**config.mk**
```make
export PLATFORM = sky130hd
export DESIGN_NAME = mac_regs
export DESIGN_NICKNAME = d
export VERILOG_FILES = /design/src/hw/mac_pkg.sv /design/src/hw/mac_regs.sv /design/src/hw/mac_src_map.sv
export SDC_FILE = /design/constraint.sdc
export NUM_CORES = 1
export LEC_CHECK = 0
export BUFFER_PORTS_ARGS = -buffer_cell sky130_fd_sc_hd__buf_4
export CAP_MARGIN = 20
export CORE_MARGIN = 10
export CORE_UTILIZATION = 30
export CTS_BUF_LIST = sky130_fd_sc_hd__clkbuf_8
export CTS_CLUSTER_SIZE = 40
export DETAILED_ROUTE_END_ITERATION = 7
export PLACE_DENSITY_LB_ADDON = 0.08
export SKIP_LAST_GASP = 1
export SYNTH_ARGS = -nofsm -noshare
export SYNTH_HDL_FRONTEND = slang
export SYNTH_SLANG_ARGS = --single-unit
```
**constraint.sdc**
```tcl
create_clock -name mclk -period 5.4 [get_ports mclk]
set_clock_uncertainty 0.1 [all_clocks]
set_input_delay 1.62 -clock mclk [delete_from_list [all_inputs] [get_ports mclk]]
set_output_delay 1.62 -clock mclk [all_outputs]
set_load 0.01 [all_outputs]
```
**src/hw/mac_pkg.sv**
```systemverilog
/*
 * Package for the MAC mode and interrupt enable register block:
 * register offsets, field positions, reset values and engine states.
 * Assumes a byte-addressed register port with 32-bit words.
 */
package mac_pkg;

	localparam logic [7:0]  MAC_OFS_NAC      = 8'h30;
	localparam logic [7:0]  MAC_OFS_IEM      = 8'h38;
	localparam logic [7:0]  MAC_OFS_ISW      = 8'h28;

	localparam int          MAC_NAC_FC       = 12;
	localparam int          MAC_NAC_OM_LO    = 10;
	localparam int          MAC_NAC_MM       = 7;
	localparam int          MAC_NAC_PR       = 6;
	localparam int          MAC_NAC_SBC      = 5;
	localparam int          MAC_NAC_PB       = 3;
	localparam int          MAC_NAC_SR       = 1;
	localparam logic [31:0] MAC_NAC_MASK     = 32'h00001CEA;
	localparam logic [31:0] MAC_NAC_RESET    = 32'h00000040;

	localparam int          MAC_IEM_NIE      = 16;
	localparam int          MAC_IEM_AIE      = 15;
	localparam logic [31:0] MAC_IEM_MASK     = 32'h0001ABEF;
	localparam logic [31:0] MAC_IEM_RESET    = 32'h00000000;
	localparam int          MAC_NSRC         = 11;

	localparam logic [1:0]  MAC_OM_NORMAL    = 2'h0;
	localparam logic [1:0]  MAC_OM_MACLOOP   = 2'h1;

	typedef enum logic [1:0] {
		MAC_RX_STOP    = 2'b00,
		MAC_RX_RUN     = 2'b01,
		MAC_RX_SUSP    = 2'b10,
		MAC_RX_DRAIN   = 2'b11
	} mac_rx_e;

endpackage : mac_pkg

```
**src/hw/mac_regs.sv**
```systemverilog
/*
 * Network access control and interrupt enable registers of the MAC,
 * with receive engine start/stop, filter controls and interrupt gating.
 * Assumes status flags arrive latched from the status block on mclk.
 */
// Notes on behaviour
// - force collision bit forces transmit collisions
// - mode 00 normal, 01 MAC loopback
// - all-multicast bit accepts every good multicast packet
// - promiscuous bit, reset one, accepts good packets
// - carrier gate pauses back-off while carrier
// - pass-bad bit keeps filtered bad packets
// - start bit runs engine; clear stops after frame
// - stopped engine still takes pause, wake frames
// - normal group enable gates normal sources
// - abnormal group enable gates abnormal sources
// - bus fault needs own and abnormal enable
// - timer expiry needs own and abnormal enable
// - rx watchdog needs own and abnormal enable
// - rx stopped needs own and abnormal enable
// - rx descriptor unavailable needs own and abnormal enable
// - rx done needs own and normal enable
// - tx underflow needs own and abnormal enable
// - tx jabber needs own and abnormal enable
// - tx done needs own and normal enable
// - tx stopped needs own and abnormal enable
// - tx descriptor unavailable needs own and normal enable
`timescale 1ns/1ns
module mac_regs
	import mac_pkg::*;
(
	input  wire logic        mclk,
	input  wire logic        resetn,
	input  wire logic        clk_en,
	input  wire logic [7:0]  reg_addr,
	input  wire logic [31:0] reg_wdata,
	input  wire logic        reg_wr,
	input  wire logic        reg_rd,
	output logic      [31:0] reg_rdata,
	input  wire logic [31:0] irq_status,
	input  wire logic        rx_in_frame,
	input  wire logic        rx_suspend_req,
	input  wire logic        rx_pkt_valid,
	input  wire logic        rx_pkt_mcast,
	input  wire logic        rx_pkt_addr_hit,
	input  wire logic        rx_pkt_bad,
	input  wire logic        rx_pkt_pause,
	input  wire logic        rx_pkt_wake,
	input  wire logic        pause_en,
	input  wire logic        wake_en,
	input  wire logic        carrier_pin,
	input  wire logic        backoff_tick,
	output logic             force_collision,
	output logic             mac_loopback,
	output logic             transceiver_loopback_sel,
	output logic             rx_accept,
	output logic             rx_running,
	output logic [1:0]       rx_state,
	output logic             backoff_step,
	output logic             irq
);

	logic [31:0] nac_r;
	logic [31:0] iem_r;
	logic [31:0] rdata_r;
	mac_rx_e     rx_r;
	mac_rx_e     rx_nxt;
	logic        carr_s1_r;
	logic        carr_s2_r;
	logic        wr_nac;
	logic        wr_iem;
	logic        filt_ok;
	logic        engine_ok;
	logic [MAC_NSRC-1:0] gated;

	assign wr_nac = clk_en && reg_wr && (reg_addr == MAC_OFS_NAC);
	assign wr_iem = clk_en && reg_wr && (reg_addr == MAC_OFS_IEM);

	// Control word; only documented fields are stored
	always_ff @(posedge mclk) begin
		if (!resetn) begin
			nac_r <= MAC_NAC_RESET;
		end else if (wr_nac) begin
			nac_r <= reg_wdata & MAC_NAC_MASK;
		end
	end

	// Enable word; reserved positions never stick
	always_ff @(posedge mclk) begin
		if (!resetn) begin
			iem_r <= MAC_IEM_RESET;
		end else if (wr_iem) begin
			iem_r <= reg_wdata & MAC_IEM_MASK;
		end
	end

	// Engine next state; a stop waits for the current frame to end
	always_comb begin
		rx_nxt = rx_r;
		case (rx_r)
			MAC_RX_STOP: begin
				if (nac_r[MAC_NAC_SR]) begin
					rx_nxt = MAC_RX_RUN;
				end
			end
			MAC_RX_RUN: begin
				if (!nac_r[MAC_NAC_SR]) begin
					rx_nxt = rx_in_frame ? MAC_RX_DRAIN
						: MAC_RX_STOP;
				end else if (rx_suspend_req) begin
					rx_nxt = MAC_RX_SUSP;
				end
			end
			MAC_RX_SUSP: begin
				if (!nac_r[MAC_NAC_SR]) begin
					rx_nxt = rx_in_frame ? MAC_RX_DRAIN
						: MAC_RX_STOP;
				end else if (!rx_suspend_req) begin
					rx_nxt = MAC_RX_RUN;
				end
			end
			MAC_RX_DRAIN: begin
				if (!rx_in_frame) begin
					rx_nxt = nac_r[MAC_NAC_SR] ? MAC_RX_RUN
						: MAC_RX_STOP;
				end
			end
			default: rx_nxt = MAC_RX_STOP;
		endcase
	end

	// Engine state register
	always_ff @(posedge mclk) begin
		if (!resetn) begin
			rx_r <= MAC_RX_STOP;
		end else if (clk_en) begin
			rx_r <= rx_nxt;
		end
	end

	// Carrier comes from a pin, so two flops before use
	always_ff @(posedge mclk) begin
		if (!resetn) begin
			carr_s1_r <= 1'b0;
			carr_s2_r <= 1'b0;
		end else if (clk_en) begin
			carr_s1_r <= carrier_pin;
			carr_s2_r <= carr_s1_r;
		end
	end

	// Back-off advance, held while carrier when gated
	assign backoff_step = backoff_tick && clk_en &&
		!(nac_r[MAC_NAC_SBC] && carr_s2_r);

	assign force_collision = nac_r[MAC_NAC_FC];
	// Loopback overrides the transceiver's own loopback choice
	assign mac_loopback = (nac_r[MAC_NAC_OM_LO+1:MAC_NAC_OM_LO]
		== MAC_OM_MACLOOP);
	assign transceiver_loopback_sel = !mac_loopback;
	assign rx_state   = rx_r;
	assign rx_running = (rx_r != MAC_RX_STOP);

	// Address filter: promiscuous, all multicast or a hit
	assign filt_ok = nac_r[MAC_NAC_PR]
		|| (rx_pkt_mcast && nac_r[MAC_NAC_MM])
		|| rx_pkt_addr_hit;
	// Frames already in flight finish even when draining
	assign engine_ok = (rx_r == MAC_RX_RUN) || (rx_r == MAC_RX_DRAIN);

	// Acceptance; the settings are assumed to change only while stopped
	// Filtered bad frames need the pass-bad bit; full set also needs PR
	always_comb begin
		rx_accept = 1'b0;
		if (rx_pkt_valid) begin
			if ((rx_pkt_pause && pause_en) || (rx_pkt_wake && wake_en)) begin
				rx_accept = 1'b1;
			end else if (engine_ok && filt_ok) begin
				rx_accept = !rx_pkt_bad || nac_r[MAC_NAC_PB];
			end
		end
	end

	// Per-source gating: own enable and group enable, one per source
	genvar gi;
	generate
		for (gi = 0; gi < MAC_NSRC; gi++) begin : g_src
			logic [4:0] pos;
			logic       nrm;
			mac_src_map u_map (
				.idx       (4'(gi)),
				.bitpos    (pos),
				.is_normal (nrm)
			);
			// Normal and abnormal groups
			assign gated[gi] = irq_status[pos] && iem_r[pos] &&
				(nrm ? iem_r[MAC_IEM_NIE] : iem_r[MAC_IEM_AIE]);
		end
	endgenerate

	// Interrupt follows register state with no added delay
	assign irq = |gated;

	// Read port; unmapped addresses answer zero
	always_ff @(posedge mclk) begin
		if (!resetn) begin
			rdata_r <= 32'h00000000;
		end else if (clk_en) begin
			if (reg_rd) begin
				case (reg_addr)
					MAC_OFS_NAC: rdata_r <= nac_r;
					MAC_OFS_IEM: rdata_r <= iem_r;
					default:     rdata_r <= 32'h00000000;
				endcase
			end else begin
				rdata_r <= 32'h00000000;
			end
		end
	end

	assign reg_rdata = rdata_r;

endmodule : mac_regs

```
**src/hw/mac_src_map.sv**
```systemverilog
/*
 * Table of interrupt sources: for each source its enable bit in the
 * mask register and whether the normal group gates it.
 * Assumes the caller indexes sources 0 to 10.
 */
`timescale 1ns/1ns
module mac_src_map
	import mac_pkg::*;
(
	input  wire logic [3:0] idx,
	output logic      [4:0] bitpos,
	output logic            is_normal
);

	// Constant lookup; cheaper than per-source parameters
	always_comb begin
		bitpos    = 5'h00;
		is_normal = 1'b0;
		case (idx)
			4'h0: begin bitpos = 5'h00; is_normal = 1'b1; end
			4'h1: bitpos = 5'h01;
			4'h2: begin bitpos = 5'h02; is_normal = 1'b1; end
			4'h3: bitpos = 5'h03;
			4'h4: bitpos = 5'h05;
			4'h5: begin bitpos = 5'h06; is_normal = 1'b1; end
			4'h6: bitpos = 5'h07;
			4'h7: bitpos = 5'h08;
			4'h8: bitpos = 5'h09;
			4'h9: bitpos = 5'h0B;
			4'hA: bitpos = 5'h0D;
			default: bitpos = 5'h00;
		endcase
	end

endmodule : mac_src_map
```
==> out/qor.txt <==
multi-input logic area: 938 um^2
Hold WS: 0.388 ns
# setup viols final: 0
clk root buf: clkbuf_8
clock tree sinks: 40
Nets: 363
Worst-path clk slew: 0.07 ns
pin count of the biggest net entering global routing: 40
largest cells by area after synthesis: dfxtp_1 43%, mux2i_1 12%, nor2_1 7.4%
Die ar.: 9840 um^2
r2r startpoint: nac_r[1]$_SDFFE_PN0P_
fmax: 0.241 GHz
period utilisation layout: 76.7%
VDD IR max: 0.000155 V
CTS max path bufs: 2
most frequent cells in the layout: 76 x buf_4, 40 x dfxtp_1, 37 x nor2_1, 23 x mux2i_1, 17 x conb_1
Max-Cap Viols: 0
CP Capture Type: output pin
routability cong.: 0.725
wire per inst: 15.7 um
leak pwr: 1.20 nW
dpl ws: 1.23 ns
Critical Path RT: 3.68 ns
Post-Syn Area: 1880 um^2
I/O Pins: 130
Hold Path Cell Cnt: 2
Final Worst Setup Slack: 1.26 ns
DP Wirelength: 4250 um
core footprint: 5990 um^2
Finished Layout Cells: 350
Layout area overhead: 34.5%
Yosys reg bits: 40
WL final: 5490 um
first drt pass iteration count: 4
Final Cell Area: 2530 um^2
Post-Place Cells: 342
Setup CP Type: primary input to output pin
DR vias: 1,619
critical path fanouts, max: 1
status: finished clean
Worst Hold End: reg_rdata[10]$_SDFFE_PN0P_
total power: 0.555 mW
fillers: 623
Slew @ Worst Pin: 0.515 ns
commonest non-fill, non-tap cell in the layout: buf_4
R2R Path End: rx_state[0]$_SDFFE_PN0P_
syn_area_per_cell: 9.36 um^2
CTS buffer count: 5
antenna violations before repair: 0
unrepaired setup endpoints after global routing: no
total gr overflow: 0
setup TNS: 0 ns
Post-DP Area: 2440 um^2
CTS resizes: 0
chip height: 99.2 um
Hold Path Class: flip-flop to flip-flop
leading area contributor after synthesis: dfxtp_1
CP Launch Type: primary input
# hold bufs at CTS: 0
CP arrival: 2.42 ns
number of global-route vias before repair: 1,608
R2R cell count: 4
reg2reg setup slack: 3.72 ns
postcts setup bufs: 0
first-pass GRT wire length: 8500 um
GRT Total Usage: 10.7%
Post-synth ARST share: 0%
Routed Antenna Nets: 0
layout cells sized above 1: 35.3%
CTS tree: built
Clk Latency, worst-skew pair: 0.29 ns
Gate Count Post-Synth: 201
sequential-to-total area share from yosys stat: 42.6%
post-synth cell types: 40
Hold Startpoint: reg_rdata[10]$_SDFFE_PN0P_
Antenna diodes: 0
DIE WIDTH: 99.2 um
Site Rows: 28
Starting Density: 31.4%
post-synth top area share: 42.6%
# H-tree levels: 2
Port Buffers: 74
Power Dens Cells: 219 nW/um^2
minimum clock period: 4.14 ns
Top FF cell, synth: dfxtp_1
Slew HR: 64.8%
register area: 801 um^2
fin util: 42.2%
via density per instance: 4.63
starting DRC count in detailed routing: 50
DRC: 0
Final Hold Fails: 0
Warnings, synthesis: 0
Post-synth EDFFs: 0
fin. max-slew vios: 0
[area by class of cell]
class                      count  share of cell area [%]
multi-input combinational    142                    37.1
sequential                    40                    31.7
timing repair buffer          76                    22.6
tap                           75                    3.71
clock buffer                   6                    3.26
inverter                       9                    1.34
clock inverter                 2                   0.396
[layer usage]
metal  vias to the layer above  GRT usage [%]  share of wire, %
li1                        820              -                 -
met1                       733           13.0                46
met2                        63           16.3                44
met3                         3           5.12               9.7
met4                         0           3.31              0.62
met5                         -              0                 0
[worst max path at each step]
stage,from,end,slack (ns),cells past startpoint
2_1_floorplan,rx_pkt_mcast,rx_accept,1.59,3
3_3_place_gp,irq_status[3],irq,1.24,6
5_1_grt,irq_status[1],irq,1.18,6
6_report,irq_status[3],irq,1.26,6
4_1_cts,irq_status[3],irq,1.23,6
3_5_place_dp,irq_status[3],irq,1.23,6
[critical path, cell delays in order]
cell and delay [ns]:
buf_4 0.11, a22oi_1 0.20, nand4_1 0.16, nand2_1 0.11, o21ai_0 0.08, buf_4 0.15
[cell usage after synthesis, types with 2 or more instances]
cell type,count
dfxtp_1,40
buf_2,2
a22oi_1,16
nor2_1,37
nand3_1,2
mux2_2,6
a21oi_1,5
nand4_1,2
nand2_1,4
a32oi_1,2
nor2b_1,2
inv_1,9
o21ai_0,4
buf_4,18
clkbuf_1,5
mux2i_1,23
[power by group]
group          internal, mW  switching, mW
sequential            0.295       0.000456
clock                 0.102          0.102
combinational        0.0288         0.0258
[sequential cells by signal, summed over array words and instances (netlist names)]
register / count
carr_s1_r: 1
nac_r: 8
iem_r: 13
reg_rdata: 15
rx_state: 2
carr_s2_r: 1
[kinds of logic after synthesis]
group                  count (synthesis)  share of synthesized area [%]
AND/OR/NAND/NOR                       63                           17.8
flip-flops                            40                           42.6
buffers and inverters                 35                           10.7
AO/OA/AOI/OAI                         33                           12.8
multiplexers                          29                           15.8
other                                  1                          0.199
(Power assumes the default switching activity.)
